--- src/rtl/ptr_pkg.sv ---
// shared constants for the protection and trim register bank
package ptr_pkg;
  localparam logic [15:0] ADDR_OV_RISE = 16'hfe2f;
  localparam logic [15:0] ADDR_OV_FALL = 16'hfe30;
  localparam logic [15:0] ADDR_OV_DEB = 16'hfe31;
  localparam logic [15:0] ADDR_LP_ENTRY = 16'hfe32;
  localparam logic [15:0] ADDR_OFS_TRIM = 16'hfe33;
  localparam logic [15:0] ADDR_GAIN_TRIM = 16'hfe34;
  localparam logic [15:0] ADDR_HIGH_LINE = 16'hfe35;
  localparam logic [15:0] ADDR_LOW_LINE = 16'hfe36;
  localparam logic [15:0] ADDR_CURRENT_LIMIT_REFERENCE_ADJ = 16'hfe37;
  localparam logic [15:0] ADDR_VLOOP = 16'hfe38;
  // writable bit masks; reserved bits outside these read as zero
  localparam logic [7:0] MASK_OV_LEVEL = 8'h7f;
  localparam logic [7:0] MASK_OV_DEB = 8'h03;
  localparam logic [7:0] MASK_FULL = 8'hff;
  localparam logic [7:0] MASK_CURRENT_LIMIT_REFERENCE_ADJ = 8'h1f;
  localparam int SIGN_BIT = 7;
  localparam int CURRENT_LIMIT_REFERENCE_DIR_BIT = 4;
  localparam logic [7:0] RST_REG = 8'h00;
  // overvoltage level in microvolts: 1 V base, 0.492 V spread over 128 codes
  localparam int OV_BASE_UV = 1000000;
  localparam int OV_SPAN_UV = 492000;
  localparam int OV_CODES = 128;
  localparam int CURRENT_LIMIT_REFERENCE_DIV_LOG2 = 6;
  localparam int TRIM_DIV_LOG2 = 11;
  localparam int CLK_PERIOD_NS = 25;
  localparam int DEB_NS_0 = 120;
  localparam int DEB_NS_1 = 240;
  localparam int DEB_NS_2 = 480;
  localparam int DEB_NS_3 = 640;
  // least times round up to whole cycles
  localparam int DEB_CYC_0 = (DEB_NS_0 + CLK_PERIOD_NS - 1) / CLK_PERIOD_NS;
  localparam int DEB_CYC_1 = (DEB_NS_1 + CLK_PERIOD_NS - 1) / CLK_PERIOD_NS;
  localparam int DEB_CYC_2 = (DEB_NS_2 + CLK_PERIOD_NS - 1) / CLK_PERIOD_NS;
  localparam int DEB_CYC_3 = (DEB_NS_3 + CLK_PERIOD_NS - 1) / CLK_PERIOD_NS;
  typedef enum logic {PTR_LOW_SET, PTR_HIGH_SET} ptr_coef_e;
endpackage

--- src/rtl/ptr_debounce.sv ---
// overvoltage comparator debounce with selectable hold time
`timescale 1ns/10ps
module ptr_debounce
  import ptr_pkg::*;
(
  input wire logic clk,
  input wire logic rst_n,
  input wire logic [1:0] sel,
  input wire logic raw,
  output logic level
);
  logic [5:0] cnt;
  logic [5:0] limit;

  always_comb
  begin
    case (sel)
      2'h0: limit = 6'(DEB_CYC_0);
      2'h1: limit = 6'(DEB_CYC_1);
      2'h2: limit = 6'(DEB_CYC_2);
      default: limit = 6'(DEB_CYC_3);
    endcase
  end

  // output follows the input only once it has stood unchanged for the hold time
  always_ff @(posedge clk or negedge rst_n)
  begin
    if (!rst_n)
    begin
      cnt <= 6'h00;
      level <= 1'b0;
    end
    else if (raw == level)
      cnt <= 6'h00;
    else if (cnt + 6'h01 >= limit)
    begin
      cnt <= 6'h00;
      level <= raw;
    end
    else
      cnt <= cnt + 6'h01;
  end
endmodule

--- src/rtl/ptr_trim.sv ---
// signed proportional trim: base plus or minus base*mag/2^shift
`timescale 1ns/10ps
module ptr_trim #(
  parameter int W = 16,
  parameter int MAG_W = 7,
  parameter int SHIFT = 11
) (
  input wire logic clk,
  input wire logic rst_n,
  input wire logic [W-1:0] base,
  input wire logic negative,
  input wire logic [MAG_W-1:0] mag,
  output logic [W-1:0] result
);
  logic [W+MAG_W-1:0] prod;
  logic [W-1:0] delta;
  logic [W:0] sum;

  always_comb
  begin
    prod = base * mag;
    delta = W'(prod >> SHIFT);
    if (negative)
      sum = (base >= delta) ? {1'b0, base - delta} : '0;
    else
      sum = {1'b0, base} + {1'b0, delta};
  end

  // saturate on overflow rather than wrap
  always_ff @(posedge clk or negedge rst_n)
  begin
    if (!rst_n)
      result <= '0;
    else
      result <= sum[W] ? {W{1'b1}} : sum[W-1:0];
  end
endmodule

--- src/rtl/ptr_regs.sv ---
// protection and trim register bank with threshold, metering and limit logic
`timescale 1ns/10ps
module ptr_regs
  import ptr_pkg::*;
#(
  parameter int PW = 16
) (
  input wire logic clk,
  input wire logic rst_n,
  input wire logic [15:0] reg_addr,
  input wire logic reg_wr,
  input wire logic reg_rd,
  input wire logic [7:0] reg_wdata,
  output logic [7:0] reg_rdata,
  output logic reg_ack,
  input wire logic trim_unlock,
  input wire logic ovp_cmp_raw,
  input wire logic [7:0] line_input_voltage,
  input wire logic [7:0] input_power,
  input wire logic [PW-1:0] meter_power_raw,
  input wire logic [PW-1:0] current_limit_reference,
  input wire logic [7:0] voltage_loop_value,
  output logic [20:0] overvoltage_rise_uv,
  output logic [20:0] overvoltage_fall_uv,
  output logic overvoltage_tripped,
  output logic low_power_mode,
  output logic [PW-1:0] meter_power_trimmed,
  output logic high_line_set,
  output logic [PW-1:0] current_limit_trimmed
);
  import ptr_pkg::*;

  ////////////////////////////////////////////////////////////////////////////
  // reset release and pin synchronisers
  logic rst_s1;
  logic rst_sync_n;
  logic ovp_s1;
  logic ovp_s2;
  logic unlock_s1;
  logic unlock_s2;

  always_ff @(posedge clk or negedge rst_n)
  begin
    if (!rst_n)
    begin
      rst_s1 <= 1'b0;
      rst_sync_n <= 1'b0;
    end
    else
    begin
      rst_s1 <= 1'b1;
      rst_sync_n <= rst_s1;
    end
  end

  // comparator output and unlock level arrive from outside this clock
  always_ff @(posedge clk or negedge rst_sync_n)
  begin
    if (!rst_sync_n)
    begin
      ovp_s1 <= 1'b0;
      ovp_s2 <= 1'b0;
      unlock_s1 <= 1'b0;
      unlock_s2 <= 1'b0;
    end
    else
    begin
      ovp_s1 <= ovp_cmp_raw;
      ovp_s2 <= ovp_s1;
      unlock_s1 <= trim_unlock;
      unlock_s2 <= unlock_s1;
    end
  end

  ////////////////////////////////////////////////////////////////////////////
  // register storage
  logic [7:0] ov_rise;
  logic [7:0] ov_fall;
  logic [7:0] ov_deb;
  logic [7:0] lp_entry;
  logic [7:0] ofs_trim;
  logic [7:0] gain_trim;
  logic [7:0] high_line;
  logic [7:0] low_line;
  logic [7:0] current_limit_reference_adj;

  function automatic logic hit(input logic [15:0] a, input logic [15:0] ref_a);
    hit = (a == ref_a);
  endfunction

  always_ff @(posedge clk or negedge rst_sync_n)
  begin
    if (!rst_sync_n)
    begin
      ov_rise <= RST_REG;
      ov_fall <= RST_REG;
      ov_deb <= RST_REG;
      lp_entry <= RST_REG;
      ofs_trim <= RST_REG;
      gain_trim <= RST_REG;
      high_line <= RST_REG;
      low_line <= RST_REG;
      current_limit_reference_adj <= RST_REG;
    end
    else if (reg_wr)
    begin
      if (hit(reg_addr, ADDR_OV_RISE))
        ov_rise <= reg_wdata & MASK_OV_LEVEL;
      if (hit(reg_addr, ADDR_OV_FALL))
        ov_fall <= reg_wdata & MASK_OV_LEVEL;
      if (hit(reg_addr, ADDR_OV_DEB))
        ov_deb <= reg_wdata & MASK_OV_DEB;
      if (hit(reg_addr, ADDR_LP_ENTRY))
        lp_entry <= reg_wdata & MASK_FULL;
      if (hit(reg_addr, ADDR_OFS_TRIM))
        ofs_trim <= reg_wdata & MASK_FULL;
      if (hit(reg_addr, ADDR_GAIN_TRIM))
        gain_trim <= reg_wdata & MASK_FULL;
      if (hit(reg_addr, ADDR_HIGH_LINE))
        high_line <= reg_wdata & MASK_FULL;
      if (hit(reg_addr, ADDR_LOW_LINE))
        low_line <= reg_wdata & MASK_FULL;
      if (hit(reg_addr, ADDR_CURRENT_LIMIT_REFERENCE_ADJ) && unlock_s2)
        current_limit_reference_adj <= reg_wdata & MASK_CURRENT_LIMIT_REFERENCE_ADJ;
    end
  end

  ////////////////////////////////////////////////////////////////////////////
  // read path; writes to the loop output address fall through silently
  always_ff @(posedge clk or negedge rst_sync_n)
  begin
    if (!rst_sync_n)
    begin
      reg_rdata <= 8'h00;
      reg_ack <= 1'b0;
    end
    else
    begin
      reg_ack <= reg_rd | reg_wr;
      if (reg_rd)
      begin
        case (reg_addr)
          ADDR_OV_RISE: reg_rdata <= ov_rise;
          ADDR_OV_FALL: reg_rdata <= ov_fall;
          ADDR_OV_DEB: reg_rdata <= ov_deb;
          ADDR_LP_ENTRY: reg_rdata <= lp_entry;
          ADDR_OFS_TRIM: reg_rdata <= ofs_trim;
          ADDR_GAIN_TRIM: reg_rdata <= gain_trim;
          ADDR_HIGH_LINE: reg_rdata <= high_line;
          ADDR_LOW_LINE: reg_rdata <= low_line;
          ADDR_CURRENT_LIMIT_REFERENCE_ADJ: reg_rdata <= current_limit_reference_adj;
          ADDR_VLOOP: reg_rdata <= voltage_loop_value;
          default: reg_rdata <= 8'h00;
        endcase
      end
    end
  end

  ////////////////////////////////////////////////////////////////////////////
  // overvoltage thresholds in microvolts
  function automatic logic [20:0] ov_level(input logic [6:0] code);
    logic [31:0] uv;
    uv = OV_BASE_UV + (32'(code) * OV_SPAN_UV) / OV_CODES;
    ov_level = uv[20:0];
  endfunction

  // integer division truncates each level to whole microvolts; levels above 1.048 V need 21 bits
  always_ff @(posedge clk or negedge rst_sync_n)
  begin
    if (!rst_sync_n)
    begin
      overvoltage_rise_uv <= 21'h000000;
      overvoltage_fall_uv <= 21'h000000;
    end
    else
    begin
      overvoltage_rise_uv <= ov_level(ov_rise[6:0]);
      overvoltage_fall_uv <= ov_level(ov_fall[6:0]);
    end
  end

  ptr_debounce u_deb (
    .clk(clk),
    .rst_n(rst_sync_n),
    .sel(ov_deb[1:0]),
    .raw(ovp_s2),
    .level(overvoltage_tripped)
  );

  ////////////////////////////////////////////////////////////////////////////
  // low power mode and line coefficient selection
  ptr_coef_e coef;

  always_ff @(posedge clk or negedge rst_sync_n)
  begin
    if (!rst_sync_n)
      low_power_mode <= 1'b0;
    else
      low_power_mode <= (input_power < lp_entry);
  end

  always_ff @(posedge clk or negedge rst_sync_n)
  begin
    if (!rst_sync_n)
      coef <= PTR_LOW_SET;
    else if (line_input_voltage > high_line)
      coef <= PTR_HIGH_SET;
    else if (line_input_voltage < low_line)
      coef <= PTR_LOW_SET;
    // in between the previous set is held
  end

  assign high_line_set = (coef == PTR_HIGH_SET);

  ////////////////////////////////////////////////////////////////////////////
  // power meter trims apply only while the low line set is active
  logic [PW-1:0] after_ofs;
  logic [PW-1:0] after_gain;
  logic [PW-1:0] full_scale;

  assign full_scale = {PW{1'b1}};

  // offset is a fraction of full scale; subtracting keeps the full-scale word from saturating
  ptr_trim #(.W(PW), .MAG_W(7), .SHIFT(TRIM_DIV_LOG2)) u_ofs (
    .clk(clk),
    .rst_n(rst_sync_n),
    .base(full_scale),
    .negative(1'b1),
    .mag(ofs_trim[6:0]),
    .result(after_ofs)
  );

  ptr_trim #(.W(PW), .MAG_W(7), .SHIFT(TRIM_DIV_LOG2)) u_gain (
    .clk(clk),
    .rst_n(rst_sync_n),
    .base(meter_power_raw),
    .negative(gain_trim[SIGN_BIT]),
    .mag(gain_trim[6:0]),
    .result(after_gain)
  );

  logic [PW-1:0] ofs_delta;
  logic [PW:0] meter_sum;

  always_comb
  begin
    ofs_delta = full_scale - after_ofs;
    if (ofs_trim[SIGN_BIT])
      meter_sum = (after_gain >= ofs_delta) ? {1'b0, after_gain - ofs_delta} : '0;
    else
      meter_sum = {1'b0, after_gain} + {1'b0, ofs_delta};
  end

  always_ff @(posedge clk or negedge rst_sync_n)
  begin
    if (!rst_sync_n)
      meter_power_trimmed <= '0;
    else if (coef == PTR_LOW_SET)
      meter_power_trimmed <= meter_sum[PW] ? full_scale : meter_sum[PW-1:0];
    else
      meter_power_trimmed <= meter_power_raw;
  end

  ////////////////////////////////////////////////////////////////////////////
  // current limit reference trim
  ptr_trim #(.W(PW), .MAG_W(4), .SHIFT(CURRENT_LIMIT_REFERENCE_DIV_LOG2)) u_current_limit_reference (
    .clk(clk),
    .rst_n(rst_sync_n),
    .base(current_limit_reference),
    .negative(~current_limit_reference_adj[CURRENT_LIMIT_REFERENCE_DIR_BIT]),
    .mag(current_limit_reference_adj[3:0]),
    .result(current_limit_trimmed)
  );
endmodule

--- config.mk ---
export PLATFORM = sky130hd
export DESIGN_NAME = ptr_regs
export DESIGN_NICKNAME = d
export VERILOG_FILES = /design/src/rtl/ptr_pkg.sv /design/src/rtl/ptr_debounce.sv /design/src/rtl/ptr_trim.sv /design/src/rtl/ptr_regs.sv
export SDC_FILE = /design/constraint.sdc
export NUM_CORES = 1
export LEC_CHECK = 0
export ABC_CLOCK_PERIOD_IN_PS = 15200
export BUFFER_PORTS_ARGS = -buffer_cell sky130_fd_sc_hd__buf_4
export CORE_MARGIN = 1
export CORE_UTILIZATION = 35
export CTS_CLUSTER_SIZE = 25
export DETAILED_ROUTE_END_ITERATION = 10
export GPL_TIMING_DRIVEN = 0
export HOLD_SLACK_MARGIN = 0.05
export PLACE_DENSITY_LB_ADDON = 0.25
export SYNTH_ARGS = -nofsm -noshare
export SYNTH_HDL_FRONTEND = slang
export SYNTH_HIERARCHICAL = 1
export SYNTH_SLANG_ARGS = --single-unit
export TNS_END_PERCENT = 100
--- constraint.sdc ---
create_clock -name clk -period 15.2 [get_ports clk]
set_input_delay 0.76 -clock clk [delete_from_list [all_inputs] [get_ports clk]]
set_output_delay 0.76 -clock clk [all_outputs]
set_load 0.02 [all_outputs]
# Yosys cells after proc, flatten, opt, wreduce, memory -nomap -nowiden
# Index checks and enable logic that the tools add are counted.
dict set report totals {
  ff_bits 191
  out_inout_bits 86
  elab_cells 97
  in_bits 86
}
dict set report op_classes {
  n_bitwise 2
  n_mul 5
  n_reduce_logical 13
  magnitude_cmp 8
  n_mux 18
  addsub 11
  n_eq_ne 13
}
# op count
set op_table {}
lappend op_table {{equality test 16 bit, second input constant} 10}
lappend op_table {{two-way mux 16 bit} 9}
lappend op_table {{case mux 8 bit (10 select lines)} 1}
lappend op_table {{two-way mux 17 bit} 3}
lappend op_table {{adder 20 x 19 -> 21 bit, first input constant} 2}
lappend op_table {{multiplier 7 x 14 -> 21 bit, second input constant} 2}
lappend op_table {{multiplier 16 x 7 -> 23 bit} 1}
lappend op_table {{multiplier 16 x 7 -> 23 bit, first input constant} 1}
lappend op_table {{multiplier 16 x 4 -> 20 bit} 1}
lappend op_table {{AND reduction 2 bit} 10}
lappend op_table {{adder 16 x 12 -> 17 bit} 1}
lappend op_table {{adder 16 x 14 -> 17 bit} 1}
lappend op_table {{adder 16 x 16 -> 17 bit} 1}
lappend op_table {{>= comparator 16 x 12 -> 1 bit} 1}
lappend op_table {{>= comparator 16 x 12 -> 1 bit, first input constant} 1}
lappend op_table {{>= comparator 16 x 14 -> 1 bit} 1}
lappend op_table {{>= comparator 16 bit} 1}
lappend op_table {{less-than comparator 8 bit} 2}
lappend op_table {{subtractor 16 x 12 -> 16 bit} 1}
lappend op_table {{subtractor 16 x 14 -> 16 bit} 1}
lappend op_table {{subtractor 16 bit} 1}
lappend op_table {{subtractor 16 bit, first input constant} 1}
lappend op_table {{case mux 5 bit (3 select lines)} 1}
lappend op_table {{subtractor 1 x 13 -> 14 bit, first input constant} 1}
lappend op_table {{13 further kinds} 15}

# Longest topological paths before layout
dict set report logic_depth {
  ltp_word 6
  ltp_mapped 28
  depth_no_buf 25
}

# Modules after synthesis
# The synthesis kept the hierarchy.
# mod instances cells_each area_per_inst_um2 seq_area_each_um2
set modules_own_cells {}
lappend modules_own_cells {ptr_regs 1 1083 10690.3 3403.3}
lappend modules_own_cells {{ptr_trim at u_ofs} 1 637 5403.9 400.4}
lappend modules_own_cells {{ptr_trim at u_gain} 1 614 5240.0 400.4}
lappend modules_own_cells {{ptr_trim at u_current_limit_reference} 1 482 3882.5 400.4}
lappend modules_own_cells {ptr_debounce 1 39 425.4 175.2}

# Worst setup path before layout
# Ideal clock, no wire load.
dict set report synth_path {
  path_kind {input to register}
  startpoint {input meter_power_raw[12]}
  endpoint {register u_gain.result[10]}
  setup_slack_ps 8320
  stages 23
  t_arrival_ps 6747
  required_time_ps 15066
  setup_time_ps 134
  path_cell_list {clkbuf_1 -> clkbuf_1 -> and2_1 -> fa_1 -> fa_1 -> fa_1 -> inv_1 -> fa_1 -> inv_1 -> ha_1 -> a21oi_1 -> and2b_2 -> a311o_4 -> a31oi_4 -> xnor2_1 -> ha_1 -> buf_2 -> or3_1 -> o221ai_1 -> a2111oi_0 -> a221o_1 -> a221oi_1 -> o21ai_1}
}
dict set report synth_via {
  elab_chain_cells 5
  word_cells_on_any_way 7
  cone_classes {2 x add/sub; 1 x mul; 1 x order compare; 3 x mux}
}
# element line_no
set synth_rtl {}
lappend synth_rtl {{start, declared} ptr_regs.sv:20} ;# input wire logic [PW-1:0] meter_power_raw,
lappend synth_rtl {{multiplier 16 x 7 -> 23 bit} ptr_trim.sv:21} ;# prod = base * mag;
lappend synth_rtl {{subtractor 16 x 12 -> 16 bit / >= comparator 16 x 12 -> 1 bit (equally long branches)} ptr_trim.sv:24} ;# sum = (base >= delta) ? {1'b0, base - delta} : '0;
lappend synth_rtl {{two-way mux 16 bit} ptr_trim.sv:24}
lappend synth_rtl {{two-way mux 17 bit *} ptr_trim.sv:23} ;# if (negative)
lappend synth_rtl {{two-way mux 16 bit *} ptr_trim.sv:35} ;# result <= sum[W] ? {W{1'b1}} : sum[W-1:0];
lappend synth_rtl {{end signal, assigned} ptr_trim.sv:35}
lappend synth_rtl {{end, declared} ptr_trim.sv:13} ;# output logic [W-1:0] result
# Mark *: on every way between the ends. The rest lies on a longest branch, timed or not.
# A chain may end at the register's enable or synchronous reset.

# Worst setup path after layout
dict set report layout_path {
  startpoint {register gain_trim[6]}
  endpoint {register u_gain.result[10]}
}
dict set report layout_via {
  elab_chain_cells 5
  word_cells_on_any_way 7
  cone_classes {2 x add/sub; 1 x mul; 1 x order compare; 3 x mux}
}
# element line_no
set layout_rtl {}
lappend layout_rtl {{start, declared} ptr_regs.sv:82} ;# logic [7:0] gain_trim;
lappend layout_rtl {{start signal, assigned} ptr_regs.sv:118} ;# gain_trim <= reg_wdata & MASK_FULL;
lappend layout_rtl {{multiplier 16 x 7 -> 23 bit *} ptr_trim.sv:21}
lappend layout_rtl {{subtractor 16 x 12 -> 16 bit / >= comparator 16 x 12 -> 1 bit (equally long branches)} ptr_trim.sv:24}
lappend layout_rtl {{two-way mux 16 bit} ptr_trim.sv:24}
lappend layout_rtl {{two-way mux 17 bit *} ptr_trim.sv:23}
lappend layout_rtl {{two-way mux 16 bit *} ptr_trim.sv:35}
# Marked as above.

==> flow_metrics.env <==
export IMPL_slew_headroom_pct=26.04
export IMPL_wl_met3_um=2656
export IMPL_synthAdderAreaFrac_pct=29.53
export IMPL_vdd_drop_max_mv=0.06225
export IMPL_final_hold_viol_count=0
export IMPL_num_vias=21360
export IMPL_timing_final_crit_share_pct=55.44
export IMPL_cts_made_buffers=17
export IMPL_path_common_cell="fa_1"
export IMPL_synth_top_cells_by_count="inv_1, ha_1, and2_1"
export IMPL_end_kind="flip-flop"
export IMPL_crit_slowest_cell="a221oi_1"
export IMPL_rows=98
export IMPL_tns_ps=0
export IMPL_wirelength_um=69290
export IMPL_drtIter0Drc=1125
export IMPL_cts_tree="yes"
export IMPL_yosysWarnings=6
export IMPL_maxSlewViolCount=0
export IMPL_synth_edf_count=0
export IMPL_cts_resized=0
export IMPL_cap_violations=0
export IMPL_die_x_um=272.7
export IMPL_synth_xor_area_share_pct=4.270
export IMPL_stdcell_area_um2=29260
export IMPL_synth_seq_cells=191
export IMPL_final_nets=3745
export IMPL_ios=172
export IMPL_antenna_found_initial=2
export IMPL_top_layer="met4"
export IMPL_worst_pin_slew_ps=1100
export IMPL_cp_start_kind="flip-flop"
export IMPL_syn_inst=2855
export IMPL_ys_types=122
export IMPL_synth_top_area_share_pct=18.64
export IMPL_synth_compound_area_share_pct=19.45
export IMPL_wire_per_inst_um=16.78
export IMPL_dpl_hpwl_um=56160
export IMPL_yosys_top_cells_area="dfrtp_1, ha_1, fa_1, inv_1, and2_1"
export IMPL_clk_insertion_delay_late_ps=490
export IMPL_synthArstFlopShare_pct=100.0
export IMPL_layout_drive_gt1_share_pct=13.43
export IMPL_holdWs_ps=317.6
export IMPL_grt_pass1_vias=20780
export IMPL_critPathRequiredTime_ps=15550
export IMPL_h_tree_depth=4
export IMPL_critPathMaxStageDelay_ps=680
export IMPL_wl_met2_um=31980
export IMPL_fin_skew_ps=23.28
export IMPL_cts_root_buf="clkbuf_16"
export IMPL_gp_congestion=0.8759
export IMPL_grt_start_max_net_pins=68
export IMPL_crit_buf_inv=6
export IMPL_yosysMostFrequentCell="inv_1"
export IMPL_power_leakage_nw=14.83
export IMPL_cp_max_fo=10
export IMPL_grt_pass1_wl_um=113100
export IMPL_synth_simple_area_share_pct=17.05
export IMPL_syn_area_per_cell_um2=8.981
export IMPL_dieArea_um2=74350
export IMPL_muxShareOfSynthArea_pct=3.572
export IMPL_detail_route_antenna_nets=0
export IMPL_m1WireLength_um=33830
export IMPL_synth_cell_area_um2=25640
export IMPL_max_freq_mhz=118.7
export IMPL_cp_data_arrival_time_ps=8780
export IMPL_path_class="flip-flop to flip-flop"
export IMPL_power_density_nw_per_um2=45.09
export IMPL_vias_per_cell=5.173
export IMPL_start_util_pct=35.63
export IMPL_core_um2=71980
export IMPL_yosys_area_top_type="dfrtp_1"
export IMPL_area_delta_synth_final_pct=14.10
export IMPL_path_clk_slew_ps=90
export IMPL_yosysSeqAreaShare_pct=18.64
export IMPL_chipHeight_um=272.7
export IMPL_diodes=0
export IMPL_drc=0
export IMPL_min_path_type="flip-flop to asynchronous set/reset pin"
export IMPL_outcome="completed"
export IMPL_cts_sinks=191
export IMPL_port_buffers=167
export IMPL_placed_area_um2=28620
export IMPL_clock_path_buffers=2
export IMPL_fin_util_pct=40.65
export IMPL_setup_viol=0
export IMPL_grt_overflow_total=0
export IMPL_dpl_cell_count=4096
export IMPL_stdcell_count=4129
export IMPL_ys_flop_type="dfrtp_1"
export IMPL_dr_pass1_iters=6
export IMPL_cpLargestDelayFamily="adder cells"
export IMPL_synth_top_family_by_area="adder cells"
export IMPL_fin_crit_ps=8427
export IMPL_grt_use_total_pct=18.93
export IMPL_rsz0062_at_grt="no"
-- timing repair --
action / 4_1_cts / 5_1_grt
hold buffers: 1 / 0
hold endpoints to repair: 2 / 0
setup buffers: 0 / 0
-- registers in the layout, indices dropped and copies added, names as in the netlist, 2 cells and up --
name	count
overvoltage_fall_uv	21
overvoltage_rise_uv	21
meter_power_trimmed	16
u_current_limit_reference/result	16
u_gain/result	16
u_ofs/result	16
gain_trim	8
high_line	8
low_line	8
lp_entry	8
ofs_trim	8
reg_rdata	8
ov_fall	7
ov_rise	7
u_deb/cnt	6
current_limit_reference_adj	5
ov_deb	2
-- worst paths after layout --
path / start / endpoint / slack, ps / cells after the start
min in group clk: unlock_s1 / unlock_s2 / 360 / 0
max in group asynchronous: rst_sync_n / u_gain/result[15] / 14110 / 1
hold reg to reg: rst_sync_n / ov_rise[5] / 320 / 0
setup / recovery: gain_trim[6] / u_gain/result[10] / 6770 / 26
setup reg to reg: gain_trim[6] / u_gain/result[10] / 6770 / 26
hold / removal: rst_sync_n / ov_rise[5] / 320 / 0
-- cell usage in the layout (no fill, tap or decap), types with 11 or more instances in the layout --
master and n:
nor2b_1 28, nor3b_1 11, clkbuf_16 17, conb_1 123
o211ai_1 26, xnor2_1 84, a2bb2oi_1 11, and2_1 200
or2_2 12, o31ai_1 17, buf_4 175, o22ai_1 17
buf_2 29, xor2_1 41, nand2b_1 33, fa_1 187
inv_1 373, nor3_1 40, a21o_1 48, o21ai_1 21
o221a_2 14, o21a_1 27, nor2_1 124, ha_1 306
a221oi_1 25, a211oi_1 24, nand4_1 18, o221ai_1 17
or3_1 21, o21ai_0 94, a21oi_1 140, a31oi_1 26
mux2_2 72, a211o_1 16, nand3_1 34, nand2_1 175
clkbuf_1 63, and3_1 23, o21bai_1 19, dfrtp_1 190
-- cells by family (layout without fill, tap and decap cells) --
group                      count (synthesis)  in the layout
DFF                                      191            191
adders and majority gates                493            493
muxes                                     82             82
AOI/OAI and AO/OA                        684            684
xor gates and xnor gates                 125            125
buffers and inverters                    481            684
other                                      2            123
and+or+nand+nor                          797            797
-- metal layers --
metal / global-route usage (%) / up-vias
li1: - / 10410
met1: 27.09 / 10470
met2: 30.69 / 428
met3: 2.065 / 51
met4: 3.800 / 0
met5: 0 / -
-- per-stage QoR --
stage | setup WS [ps] | power (mW)
2_1_floorplan | 8320 | 0.7249
3_3_place_gp | 6843 | 0.8285
3_5_place_dp | 6870 | 0.8314
4_1_cts | 6884 | 1.328
5_1_grt | 6298 | 1.384
6_report | 6773 | 1.319
-- where the power goes --
part           switching, mW  internal (mW)
Combinational          0.180          0.113
Sequential            0.0101          0.525
Clock                  0.252          0.240
-- final cells by class --
type / instances / area [um^2]
Buffer: 106 / 503.0
Clock buffer: 17 / 425.4
Clock inverter: 15 / 203.9
Fill cell: 7251 / 42720
Inverter: 375 / 1408
Multi-Input combinational cell: 2304 / 19410
Sequential cell: 191 / 4783
Tap cell: 950 / 1189
Timing Repair Buffer: 171 / 1339
(Power assumes the default switching activity.)
